--- src/common/adc_link_pkg.sv ---
// Shared constants and types for both ends of the stereo converter link.
// How it works
// (RULE1) Host feeds master clock at 256/384/512 fs.
// (RULE2) Device detects the master clock ratio itself.
// (RULE3) 384 or 512 ratios divide to 256 fs.
// (RULE4) The 256 fs tick runs decimator and modulator.
// (RULE5) Master clock runs before reset release.
// (RULE6) Hold reset 1024 master clocks, output zero.
// (RULE7) Output zero until 18436 sample periods pass.
// (RULE8) Host drives bit and word clocks; device data.
// (RULE9) Left-justified uses 64, 48 or 32 bits.
// (RULE10) I2S uses 64 or 48 bit clocks.
// (RULE11) Format low left-justified, high I2S, MSB first.
// (RULE12) Host holds format low until power-on done.
// (RULE13) Data changes after bit clock fall, word edge.
// (RULE14) Host changes word clock away from bit rise.
// (RULE15) Word clock stays locked to master clock.
// (RULE16) Drift over six bits halts, sends bipolar zero.
// (RULE17) Drift under five bits changes nothing.
// (RULE18) Decimate 64 fs bitstream to 16-bit samples.
// (RULE19) High-pass filter removes DC normally.
// (RULE20) Bypass input low filters, high passes through.
// (RULE21) Pass-through keeps DC and offset.
// (RULE22) Left and right share one data line.
// (RULE23) Left-justified MSB at edge; I2S one later.
// (RULE24) Bits after sixteen in a slot are zero.
package adc_link_pkg;
   localparam int WORD_BITS = 16;
   localparam int POR_MCLKS = 1024;
   localparam int VALID_PERIODS = 18436;
   localparam int DECIM_RATIO = 64;
   localparam int FIFO_WORDS = 32;
   localparam logic [6:0] DRIFT_LIMIT = 7'h06;
   localparam logic [9:0] RATIO_SPLIT_LO = 10'h140;
   localparam logic [9:0] RATIO_SPLIT_HI = 10'h1c0;
   localparam logic [15:0] BIPOLAR_ZERO_CODE = 16'h0000;
   localparam logic [6:0] ONES_MID = 7'h20;
   localparam int HPF_SHIFT = 8;
   localparam int HOST_FMT_HOLD = 1100;

   typedef enum logic [1:0]
   {
      RATIO_256 = 2'b00,
      RATIO_384 = 2'b01,
      RATIO_512 = 2'b10
   } ratio_e;

   typedef enum logic [1:0]
   {
      ST_POR = 2'b00,
      ST_WARM = 2'b01,
      ST_RUN = 2'b11,
      ST_LOST = 2'b10
   } dev_state_e;
endpackage

--- src/common/adc_link_if.sv ---
// Pins between the converter device and its audio host controller.
`timescale 1ns/100ps
`default_nettype none
interface adc_link_if;
   logic master_clock_in;
   logic bit_clock;
   logic word_select_clock;
   logic serial_data;
   logic format_select;
   logic filter_bypass_select;

   modport dev_mp
   (
      input master_clock_in,
      input bit_clock,
      input word_select_clock,
      input format_select,
      input filter_bypass_select,
      output serial_data
   );

   modport host_mp
   (
      output master_clock_in,
      output bit_clock,
      output word_select_clock,
      output format_select,
      output filter_bypass_select,
      input serial_data
   );
endinterface
`default_nettype wire

--- src/rtl/adc_device_end.sv ---
// Converter device end: sample FIFO, clock detect, decimator and serializer.
`timescale 1ns/100ps
`default_nettype none
module sample_fifo
   #(
   parameter int WIDTH = 32,
   parameter int DEPTH = 32
   )
   (
   input wire logic i_mclk,
   input wire logic i_arst_n,
   input wire logic i_in_valid,
   output logic o_in_ready,
   input wire logic [WIDTH-1:0] i_in_data,
   output logic o_out_valid,
   input wire logic i_out_ready,
   output logic [WIDTH-1:0] o_out_data
   );
   localparam int AW = $clog2(DEPTH);
   logic [WIDTH-1:0] mem [DEPTH];
   logic [AW:0] wr_r;
   logic [AW:0] rd_r;
   wire full = (wr_r[AW] != rd_r[AW]) && (wr_r[AW-1:0] == rd_r[AW-1:0]);
   wire empty = (wr_r == rd_r);
   wire push = i_in_valid && !full;
   wire pop = i_out_ready && !empty;

   assign o_in_ready = !full;
   assign o_out_valid = !empty;
   assign o_out_data = mem[rd_r[AW-1:0]];

   always_ff @(posedge i_mclk)
   begin
      if (push)
         mem[wr_r[AW-1:0]] <= i_in_data;
   end

   always_ff @(posedge i_mclk or negedge i_arst_n)
   begin
      if (!i_arst_n)
      begin
         wr_r <= '0;
         rd_r <= '0;
      end
      else
      begin
         wr_r <= wr_r + (AW+1)'(push);
         rd_r <= rd_r + (AW+1)'(pop);
      end
   end
endmodule

module adc_device_end
   import adc_link_pkg::*;
   #(
   parameter int VALID_WAIT = VALID_PERIODS,
   parameter int FIFO_DEPTH = FIFO_WORDS
   )
   (
   input wire logic i_mclk,
   input wire logic i_arst_n,
   adc_link_if.dev_mp link,
   input wire logic i_mod_left,
   input wire logic i_mod_right,
   output logic o_mod_strobe,
   output logic [1:0] o_ratio,
   output logic o_run,
   output logic o_sync_lost
   );
   function automatic ratio_e ratio_of(input logic [9:0] cnt);
      if (cnt < RATIO_SPLIT_LO)
         return RATIO_256;
      else if (cnt < RATIO_SPLIT_HI)
         return RATIO_384;
      else
         return RATIO_512;
   endfunction

   function automatic logic [15:0] to_pcm(input logic [6:0] ones);
      logic [6:0] d;
      d = ones - ONES_MID;
      if (ones >= 7'(DECIM_RATIO))
         return 16'h7fff;
      return {d[5:0], 10'h000};
   endfunction

   function automatic logic [15:0] sat16(input logic [16:0] v);
      if (v[16] != v[15])
         return v[16] ? 16'h8000 : 16'h7fff;
      return v[15:0];
   endfunction

   logic mci_q, bck_q, ws_q;
   logic [9:0] mcount_r;
   ratio_e ratio_r;
   logic [1:0] div_r;
   logic [7:0] phase_r;
   dev_state_e state_r;
   logic [10:0] por_r;
   logic [15:0] warm_r;
   logic [6:0] bsince_r, bper_cnt_r, bper_r, mark_r;
   logic align_r;
   logic [31:0] push_data_r, frame_r;
   logic push_valid_r;
   logic [5:0] bitcnt_r;
   logic dout_r;
   logic [6:0] ones_r [2];
   logic [15:0] pcm [2];

   wire mtick = link.master_clock_in && !mci_q;
   wire bck_rise = link.bit_clock && !bck_q;
   wire bck_fall = !link.bit_clock && bck_q;
   wire ws_edge = link.word_select_clock != ws_q;
   wire ws_rise = link.word_select_clock && !ws_q;
   wire run = state_r == ST_RUN;
   // Master-clock ticks kept so that 256 fs survives: all at 256, two of three at 384, every other one at 512.
   wire tick256 = mtick && ((ratio_r == RATIO_256) ||
      (ratio_r == RATIO_384 && div_r != 2'd2) ||
      (ratio_r == RATIO_512 && div_r == 2'd0)); // RULE3
   wire mod_tick = tick256 && phase_r[1:0] == 2'b11; // RULE4
   wire sample_tick = tick256 && phase_r == 8'hff; // RULE4
   wire [6:0] mark_diff = bsince_r - mark_r;
   wire [6:0] drift_abs = mark_diff[6] ? 7'(-mark_diff) : mark_diff;
   wire [6:0] drift_wrap = bper_r - drift_abs;
   wire [6:0] drift = (drift_wrap < drift_abs) ? drift_wrap : drift_abs;
   wire drift_bad = ws_rise && !align_r && drift > DRIFT_LIMIT; // RULE16 RULE17
   wire in_ready, out_valid;
   wire [31:0] out_data;
   wire fmt = link.format_select;
   wire left_slot = fmt ? !link.word_select_clock : link.word_select_clock;
   wire left_start = ws_edge && left_slot;
   wire [5:0] bitcnt_nxt = ws_edge ? 6'd0 :
      (bck_fall && bitcnt_r != 6'h3f) ? bitcnt_r + 6'd1 : bitcnt_r;
   wire [5:0] bit_idx = fmt ? bitcnt_nxt - 6'd1 : bitcnt_nxt; // RULE23
   wire [31:0] frame_nxt = left_start ?
      (out_valid ? out_data : '0) : frame_r;
   wire [15:0] slot_word = left_slot ? frame_nxt[31:16] : frame_nxt[15:0]; // RULE22
   wire slot_bit = (bit_idx < 6'(WORD_BITS)) ?
      slot_word[4'd15 - bit_idx[3:0]] : 1'b0; // RULE24 RULE11

   genvar ch;
   generate
      for (ch = 0; ch < 2; ch++)
      begin : g_chan
         logic [23:0] dc_r;
         wire bit_in = (ch == 0) ? i_mod_left : i_mod_right;
         wire [6:0] ones_fin = ones_r[ch] + 7'(bit_in);
         wire [15:0] raw = to_pcm(ones_fin); // RULE18
         wire [15:0] dc_est = dc_r[23:8];
         wire [16:0] hp = {raw[15], raw} - {dc_est[15], dc_est};
         wire [23:0] dc_err = {raw, 8'h00} - dc_r;
         // Bypass takes raw ahead of the DC tracker, which keeps running, so offset reaches the output.
         assign pcm[ch] = link.filter_bypass_select ? raw : sat16(hp); // RULE19 RULE20 RULE21
         always_ff @(posedge i_mclk or negedge i_arst_n)
         begin
            if (!i_arst_n)
            begin
               ones_r[ch] <= '0;
               dc_r <= '0;
            end
            else if (sample_tick || (ws_rise && align_r))
            begin
               ones_r[ch] <= '0;
               if (sample_tick)
                  dc_r <= dc_r + {{HPF_SHIFT{dc_err[23]}}, dc_err[23:HPF_SHIFT]}; // RULE19
            end
            else if (mod_tick)
               ones_r[ch] <= ones_fin; // RULE18
         end
      end
   endgenerate

   sample_fifo #(.WIDTH(32), .DEPTH(FIFO_DEPTH)) u_fifo
   (
      .i_mclk(i_mclk),
      .i_arst_n(i_arst_n),
      .i_in_valid(push_valid_r),
      .o_in_ready(in_ready),
      .i_in_data(push_data_r),
      .o_out_valid(out_valid),
      .i_out_ready(left_start),
      .o_out_data(out_data)
   );

   always_ff @(posedge i_mclk or negedge i_arst_n)
   begin
      if (!i_arst_n)
      begin
         mci_q <= 1'b0;
         bck_q <= 1'b0;
         // The host idles the word clock high; a low value here fakes an edge.
         ws_q <= 1'b1;
         mcount_r <= '0;
         ratio_r <= RATIO_256;
         div_r <= '0;
         phase_r <= '0;
      end
      else
      begin
         mci_q <= link.master_clock_in;
         bck_q <= link.bit_clock;
         ws_q <= link.word_select_clock;
         if (ws_rise)
         begin
            mcount_r <= 10'(mtick);
            ratio_r <= ratio_of(mcount_r); // RULE2
         end
         else if (mtick && mcount_r != 10'h3ff)
            mcount_r <= mcount_r + 10'd1;
         if (mtick)
            div_r <= ((ratio_r == RATIO_384 && div_r == 2'd2) ||
               (ratio_r == RATIO_512 && div_r == 2'd1) ||
               ratio_r == RATIO_256) ? 2'd0 : div_r + 2'd1; // RULE3
         if (ws_rise && align_r)
            phase_r <= '0;
         else if (tick256)
            phase_r <= phase_r + 8'd1;
      end
   end

   // Word-clock position, in bit clocks, measured against the internal frame.
   always_ff @(posedge i_mclk or negedge i_arst_n)
   begin
      if (!i_arst_n)
      begin
         bsince_r <= '0;
         bper_cnt_r <= '0;
         bper_r <= 7'h40;
         mark_r <= '0;
      end
      else
      begin
         if (sample_tick || (ws_rise && align_r))
            bsince_r <= '0;
         else if (bck_rise)
            bsince_r <= bsince_r + 7'd1;
         if (ws_rise)
         begin
            bper_cnt_r <= '0;
            bper_r <= bper_cnt_r;
            mark_r <= align_r ? 7'd0 : bsince_r;
         end
         else if (bck_rise)
            bper_cnt_r <= bper_cnt_r + 7'd1;
      end
   end

   always_ff @(posedge i_mclk or negedge i_arst_n)
   begin
      if (!i_arst_n)
      begin
         state_r <= ST_POR;
         por_r <= '0;
         warm_r <= '0;
         align_r <= 1'b1;
      end
      else
      begin
         case (state_r)
            ST_POR:
            begin
               if (mtick)
                  por_r <= por_r + 11'd1;
               if (por_r == 11'(POR_MCLKS))
                  state_r <= ST_WARM; // RULE6 RULE5
            end
            ST_WARM:
            begin
               if (ws_rise)
                  align_r <= 1'b0;
               if (drift_bad)
                  state_r <= ST_LOST;
               else if (sample_tick && !align_r)
               begin
                  warm_r <= warm_r + 16'd1;
                  if (warm_r == 16'(VALID_WAIT - 1))
                     state_r <= ST_RUN; // RULE7
               end
            end
            ST_RUN:
            begin
               if (drift_bad)
               begin
                  state_r <= ST_LOST; // RULE16
                  align_r <= 1'b1;
               end
            end
            ST_LOST:
            begin
               align_r <= 1'b1;
               if (ws_rise && align_r)
               begin
                  state_r <= ST_RUN;
                  align_r <= 1'b0;
               end
            end
            default:
               state_r <= ST_POR;
         endcase
      end
   end

   // A sample still waiting on a full FIFO is replaced by the newer one.
   always_ff @(posedge i_mclk or negedge i_arst_n)
   begin
      if (!i_arst_n)
      begin
         push_valid_r <= 1'b0;
         push_data_r <= '0;
         frame_r <= '0;
         bitcnt_r <= 6'h3f;
         dout_r <= 1'b0;
      end
      else
      begin
         if (sample_tick && run)
         begin
            push_valid_r <= 1'b1;
            push_data_r <= {pcm[0], pcm[1]};
         end
         else if (in_ready)
            push_valid_r <= 1'b0;
         frame_r <= frame_nxt;
         bitcnt_r <= bitcnt_nxt;
         if (!run)
            dout_r <= BIPOLAR_ZERO_CODE[0]; // RULE6 RULE7 RULE16
         else if (ws_edge || bck_fall)
            dout_r <= slot_bit; // RULE13 RULE8
      end
   end

   assign link.serial_data = dout_r; // RULE8
   assign o_mod_strobe = mod_tick;
   assign o_ratio = ratio_r;
   assign o_run = run;
   assign o_sync_lost = state_r == ST_LOST;
endmodule
`default_nettype wire

--- src/flat_wrapper.sv ---
// flat-port wrapper written by rule: the top's interface ports become plain ports
module adc_device_end_flat import adc_link_pkg::*;
#(
   parameter int VALID_WAIT = VALID_PERIODS,
   parameter int FIFO_DEPTH = FIFO_WORDS
   )
  (i_mclk, i_arst_n, i_mod_left, i_mod_right, o_mod_strobe, o_ratio, o_run, o_sync_lost, link_master_clock_in, link_bit_clock, link_word_select_clock, link_format_select, link_filter_bypass_select, link_serial_data);
  adc_link_if link_i ();
  input wire logic i_mclk;
  input wire logic i_arst_n;
  input wire logic i_mod_left;
  input wire logic i_mod_right;
  output logic o_mod_strobe;
  output logic [1:0] o_ratio;
  output logic o_run;
  output logic o_sync_lost;
  input wire logic [$bits(link_i.master_clock_in)-1:0] link_master_clock_in;
  input wire logic [$bits(link_i.bit_clock)-1:0] link_bit_clock;
  input wire logic [$bits(link_i.word_select_clock)-1:0] link_word_select_clock;
  input wire logic [$bits(link_i.format_select)-1:0] link_format_select;
  input wire logic [$bits(link_i.filter_bypass_select)-1:0] link_filter_bypass_select;
  output wire logic [$bits(link_i.serial_data)-1:0] link_serial_data;
  assign link_i.master_clock_in = link_master_clock_in;
  assign link_i.bit_clock = link_bit_clock;
  assign link_i.word_select_clock = link_word_select_clock;
  assign link_i.format_select = link_format_select;
  assign link_i.filter_bypass_select = link_filter_bypass_select;
  assign link_serial_data = link_i.serial_data;
  adc_device_end #(.VALID_WAIT(VALID_WAIT), .FIFO_DEPTH(FIFO_DEPTH)) u_core (.i_mclk(i_mclk), .i_arst_n(i_arst_n), .link(link_i), .i_mod_left(i_mod_left), .i_mod_right(i_mod_right), .o_mod_strobe(o_mod_strobe), .o_ratio(o_ratio), .o_run(o_run), .o_sync_lost(o_sync_lost));
endmodule
--- config.mk ---
export PLATFORM = sky130hd
export DESIGN_NAME = adc_device_end_flat
export DESIGN_NICKNAME = d
export VERILOG_FILES = /design/src/common/adc_link_pkg.sv /design/src/common/adc_link_if.sv /design/src/rtl/adc_device_end.sv /design/src/flat_wrapper.sv
export SDC_FILE = /design/constraint.sdc
export NUM_CORES = 2
export LEC_CHECK = 0
export BUFFER_PORTS_ARGS = -buffer_cell sky130_fd_sc_hd__buf_2
export CORE_MARGIN = 8
export CORE_UTILIZATION = 50
export CTS_CLUSTER_DIAMETER = 150
export DETAILED_ROUTE_END_ITERATION = 7
export GPL_ROUTABILITY_DRIVEN = 0
export PLACE_DENSITY = 0.65
export SYNTH_ARGS = -nofsm -noshare
export SYNTH_HDL_FRONTEND = slang
export SYNTH_SLANG_ARGS = --single-unit
--- constraint.sdc ---
create_clock -name i_mclk -period 10.4 [get_ports i_mclk]
set_clock_uncertainty 0.2 [all_clocks]
set_input_delay 1.04 -clock i_mclk [delete_from_list [all_inputs] [get_ports i_mclk]]
set_output_delay 1.04 -clock i_mclk [all_outputs]
set_load 0.01 [all_outputs]
## After elaboration in Yosys (flattened, before gate mapping)

Memories as Yosys holds them, arrays and structs flattened.
Cells that the tools add are included.

| storage, ports and cells | value |
|---|---|
| memory bits (writable) | 1024 |
| logic and storage cells | 200 |
| memories | 1 |
| register bits after elaboration | 229 |

Memory list:

| name | words | width | rd ports | clocked after memory_dff | wr ports | RTL line | RTL |
|---|---|---|---|---|---|---|---|
| u_core.u_fifo.mem | 32 | 32 | 1 | 0 | 1 | adc_device_end.sv:20 | `logic [WIDTH-1:0] mem [DEPTH];` |

| cells by class | value |
|---|---|
| mux-type cells | 61 |
| eq/ne operators | 28 |
| order comparisons | 8 |
| $add $sub $neg | 25 |
| reduce and logical (&&, ||, !) cells | 50 |
| bitwise logic cells | 1 |

Operator list:

| kind | number |
|---|---|
| 16-bit two-way mux | 13 |
| 7-bit two-way mux | 11 |
| 32-bit two-way mux | 2 |
| 24-bit adder | 2 |
| 24-bit subtractor | 2 |
| 16-bit by 16-bit subtractor with 17-bit output | 2 |
| 1-bit logical AND | 22 |
| 10-bit by 9-bit < comparator with 1-bit output (second input constant) | 2 |
| 10-bit two-way mux | 2 |
| 2-bit two-way mux | 9 |
| 6-bit two-way mux | 3 |
| 16-bit by 1-bit adder with 16-bit output (second input constant) | 1 |
| 16-bit by 15-bit equality test with 1-bit output (second input constant) | 1 |
| 1-bit two-way mux | 16 |
| 8-bit two-way mux | 2 |
| 7-bit by 1-bit adder with 7-bit output | 2 |
| 7-bit by 1-bit adder with 7-bit output (second input constant) | 2 |
| 7-bit >= comparator (second input constant) | 2 |
| 7-bit subtractor | 2 |
| 6-bit by 1-bit adder with 6-bit output | 2 |
| 6-bit subtractor (second input constant) | 2 |
| 11-bit by 1-bit adder with 11-bit output (second input constant) | 1 |
| 11-bit equality test (second input constant) | 1 |
| 10-bit by 1-bit adder with 10-bit output (second input constant) | 1 |
| other kinds (33) | 68 |

## Longest topological paths before layout

| logic depth | value |
|---|---|
| word-level depth | 13 |
| gate-level depth with buffers | 26 |
| mapped depth without buffers | 25 |

## Hierarchy

Synthesis repeated with hierarchy kept, for this count alone.

| second synthesis, totals | value |
|---|---|
| cells, all modules | 3604 |
| area, all modules | 54927.7 µm² |

By module, submodules not included:

| module | area an instance (µm²) | cells each | sequential area each (µm²) | instances |
|---|---|---|---|---|
| sample_fifo | 39485.4 | 1846 | 31049.8 | 1 |
| adc_device_end | 15442.3 | 1758 | 5441.5 | 1 |

## Worst setup path before layout

Ideal clock, no wire load.

| timing | value |
|---|---|
| path type | input to register |
| start point | in i_mod_left |
| end point | reg u_core.g_chan[0].dc_r[23] |
| required time | 10.120 ns |
| path slack | 3.917 ns |
| stages on the path | 24 |
| library setup time | 0.080 ns |
| path buffers | 0 |
| arrival time | 6.203 ns |
| path through | ha_1 -> ha_1 -> nand3_1 -> nor2_1 -> xnor2_1 -> inv_1 -> ha_1 -> a31oi_1 -> o21bai_1 -> a2111oi_0 -> nor2_1 -> a21oi_1 -> o21ai_0 -> nor3b_1 -> ha_1 -> and4_1 -> o211ai_1 -> a21boi_0 -> nor3_1 -> o31ai_1 -> a311oi_1 -> and3_1 -> nor3_1 -> xnor2_1 |

| on the way | value |
|---|---|
| word-level cells in the longest chain between the ends | 6 |
| elaborated cells between the ends (all ways) | 7 |

Ends and longest elaborated chain:

| item | RTL line | RTL |
|---|---|---|
| start: declaration | flat_wrapper.sv:11 | `input wire logic i_mod_left;` |
| 7-bit by 1-bit adder with 7-bit output (*) | adc_device_end.sv:147 | `wire [6:0] ones_fin = ones_r[ch] + 7'(bit_in);` |
| 7-bit >= comparator | adc_device_end.sv:82 | `if (ones >= 7'(DECIM_RATIO))` |
| 1-bit two-way mux | adc_device_end.sv:82 |  |
| 16-bit two-way mux (*) | adc_device_end.sv:84 | `return {d[5:0], 10'h000};` |
| 24-bit subtractor (*) | adc_device_end.sv:151 | `wire [23:0] dc_err = {raw, 8'h00} - dc_r;` |
| 24-bit adder (*) | adc_device_end.sv:165 | `dc_r <= dc_r + {{HPF_SHIFT{dc_err[23]}}, dc_err[23:HPF_SHIFT]};` |
| end signal: assignment | adc_device_end.sv:165 |  |
| end: declaration | adc_device_end.sv:145 | `logic [23:0] dc_r;` |

Mark *: on every way between the ends. The rest lies on a longest branch, timed or not.
A chain may end at the register's enable or synchronous reset.

## Worst setup path in the final report

Same ends and word-level chain as after synthesis.

==> results.ini <==
[power]
total_power_mw = 14.1
leakagePower_nw = 19.5
p_per_area_mw_per_mm2 = 230
peakVddDrop_uv = 191

[synthesis]
yosysTopAreaCellShare_pct = 55.9
synth-compound-area-share_pct = 7.59
syn_avg_cell_area_um2 = 15.4
synthArstFlopShare_pct = 18.3
synth_flop_cell = edfxtp_1
netlist_area_mm2 = 0.0550
synth.mux.area_fraction_pct = 11.6
yosysMostFrequentCell = edfxtp_1
synth.area.top_cells = edfxtp_1, dfrtp_1, mux4_2
syn-num-nets = 3699
synth_common_cells = edfxtp_1, nand2_1, dfrtp_1
yosys_warnings = 0
synth_top_family_by_area = multiplexers
synth_seq_cells = 1253
synth-xor-area-share_pct = 3.11
synthAdderAreaFrac_pct = 2.95
synth-edff-count = 1024
synthCells = 3565
yosysTopAreaCell = edfxtp_1
synth-seq-area-share_pct = 66.4
synth-simple-area-share_pct = 6.06
yosysUniqueCellTypes = 90

[sta]
worstMarginPinSlew_ns = 1.33
period_needed_ns = 6.84
setup_violations = 0
timing.final.ws_setup_ns = 3.56
hold_violations = 0
period_share_pct = 65.7
final.setup.tns_ns = 0
slew_headroom_pct = 11.6
drv_slew = 0
fmax_mhz = 146
rsz0062_at_grt = no

[grt]
antenna_found_initial = 3
track_usage_pct = 22.2
grt_pass1_vias = 30900
overflow = 0
grt_pass1_wl_mm = 202
grt_max_degree = 133

[detailed_routing]
viasPerCell = 6.08
drt_wl_total_mm = 136
detail-route-antenna-nets = 0
drc = 0
dr.pass1.iters = 6
drt_iter0_markers = 3360
vias = 31200
wl_per_cell_um = 26.5

[die]
start_util_pct = 50.4
ios = 15
die_h_um = 348
core_area_mm2 = 0.109
dieArea_mm2 = 0.121
row_count = 121
dieWidth_um = 348

[finish]
regArea_mm2 = 0.0365
drive_gt1_share_pct = 15.6
num_antenna_cells = 0
fin_cells = 5142
design_area_mm2 = 0.0611
nets = 3754
fillCellCount = 8533
multi_input_area_mm2 = 0.0175
syn_to_final_growth_pct = 11.1

[flow_run]
drv_cap = 0

[clock_tree]
cts_sinks = 1253
cts_hold_buf = 0
cts_resized = 0
clk_pin_slew_ns = 0.05
cts_max_level = 4
clockBufferDepth = 3
cts_tree = yes
cts_setup_buffers = 0
clock_latency_ns = 0.74
cts_made_buffers = 134
root_buffer = clkbuf_16

[critical_path]
setup.worst_path.class = primary input to flop
critical_path_required_ns = 10.85
startpoint_type = primary input
worstSetupEndpointType = flop
critPathMaxFanout = 12
critPathArrivalTime_ns = 7.29

[placement]
numPlacedInstances = 4898
io_buffers = 14
postPlaceCellArea_mm2 = 0.0568
dpl.hpwl_mm = 78.0
pre_cts_ws_ns = 2.87

[worst_hold_path]
min_path_type = primary input to async pin

[status]
outcome = completed

==> worst max-delay path: stages <==
cell       delay (ns)
buf_2            0.12
ha_1             0.21
ha_1             0.22
nand3_1          0.15
nor2_1           0.09
xnor2_1          0.43
inv_1            0.40
ha_1             0.44
a31oi_1          0.27
o21bai_1         0.20
a2111oi_0        0.61
nor2_1           0.15
a21oi_1          0.26
o21ai_0          0.10
nor3b_1          0.14
ha_1             0.33
and4_1           0.23
o211ai_1         0.12
a21boi_0         0.42
nor3_1           0.12
o31ai_1          0.47
a311oi_1         0.20
and3_1           0.20
nor3_1           0.20
xnor2_1          0.14
==> per-stage QoR <==
step / hold slack [ns] / util (%)
CTS: 0.131 / 56.0
floorplan: 0.232 / -
detailed placement: 0.250 / 52.1
finish: 0.114 / 56.0
global placement: 0.244 / 52.1
global route: 0.163 / 56.0
==> flip-flops by register name, indices dropped and copies added, names as in the netlist, 6 cells and up <==
| signal | count |
|---|---|
| u_core.u_fifo.mem | 1024 |
| u_core.mcount_r | 10 |
| u_core.frame_r | 32 |
| u_core.g_chan.dc_r | 48 |
| u_core.phase_r | 8 |
| u_core.bper_cnt_r | 7 |
| u_core.bper_r | 7 |
| u_core.ones_r | 14 |
| u_core.push_data_r | 32 |
| u_core.mark_r | 7 |
| u_core.por_r | 11 |
| u_core.u_fifo.rd_r | 6 |
| u_core.bsince_r | 7 |
| u_core.bitcnt_r | 6 |
| u_core.u_fifo.wr_r | 6 |
| u_core.warm_r | 16 |
==> cell type report <==
cell class / count / area share [%]
Timing Repair Buffer: 87 / 1.07
Sequential cell: 1253 / 59.8
Tap cell: 1414 / 2.90
Clock buffer: 185 / 6.11
Inverter: 106 / 0.652
Clock inverter: 59 / 0.850
Multi-Input combinational cell: 2038 / 28.6
==> metal layers <==
layer	routed length [um]	up-vias	GRT usage [%]	share of wire, %
met1	57100	15900	30.8	42
met3	10300	215	3.68	7.5
met2	65200	1143	36.4	48
met4	3540	2	6.44	2.6
li1	-	13900	-	-
met5	13	-	0	0.0095
==> report_power, final <==
part	total [mW]	switching, mW	internal, mW
combinational	3.74	2.24	1.50
sequential	5.70	0.209	5.49
clock	4.61	1.94	2.67
total	14.1	4.39	9.66
==> placed cells by master (no fill, tap or decap), types with 17 or more instances in the layout <==
cell,netlist,layout
clkinv_1,1,18
o21a_1,20,20
clkinv_2,0,21
and2_1,18,18
a31oi_1,21,21
clkbuf_1,89,36
or3_1,20,20
edfxtp_1,1024,1024
nand4_1,26,26
nor2_4,0,32
a21o_1,34,34
clkbuf_16,0,137
mux4_2,191,191
and3_1,34,34
nor3_1,44,44
o21ai_1,24,24
o22ai_1,43,43
a22oi_1,21,21
nand2b_1,23,23
nor2b_1,21,19
ha_1,119,119
o21ai_0,142,142
a211oi_1,18,18
a21oi_1,134,134
dfrtp_1,220,215
buf_4,17,71
xnor2_1,94,93
mux2_2,28,28
mux2i_1,164,164
nand2_1,236,236
xor2_1,98,98
nand3_1,44,44
inv_1,102,101
nor2_1,177,145
nand3b_1,17,17
o21bai_1,19,19
==> worst paths after layout <==
| check | from | cells after the start | slack [ns] | to |
|---|---|---|---|---|
| worst max-delay path | i_mod_left | 25 | 3.56 | u_core.g_chan[0].dc_r[23] |
| worst min-delay path | i_arst_n | 1 | 0.11 | u_core.mcount_r[8] |
| worst max register to register | u_core.ones_r[7] | 24 | 3.62 | u_core.g_chan[0].dc_r[23] |
| worst min register to register | u_core.frame_r[20] | 2 | 0.26 | u_core.frame_r[20] |
| max in group asynchronous | i_arst_n | 2 | 8.52 | u_core.u_fifo.rd_r[2] |
| min in group i_mclk | link_master_clock_in | 1 | 0.24 | u_core.mci_q |
==> cell families (layout without fill, tap and decap cells) <==
family	count (synthesis)	after routing
DFF	1253	1253
AOI/OAI and AO/OA	629	629
xor gates and xnor gates	193	193
adders and majority gates	126	126
buffers and inverters	274	437
and+or+nand+nor	701	701
muxes	389	389
Power figures use the tool's default switching activity.
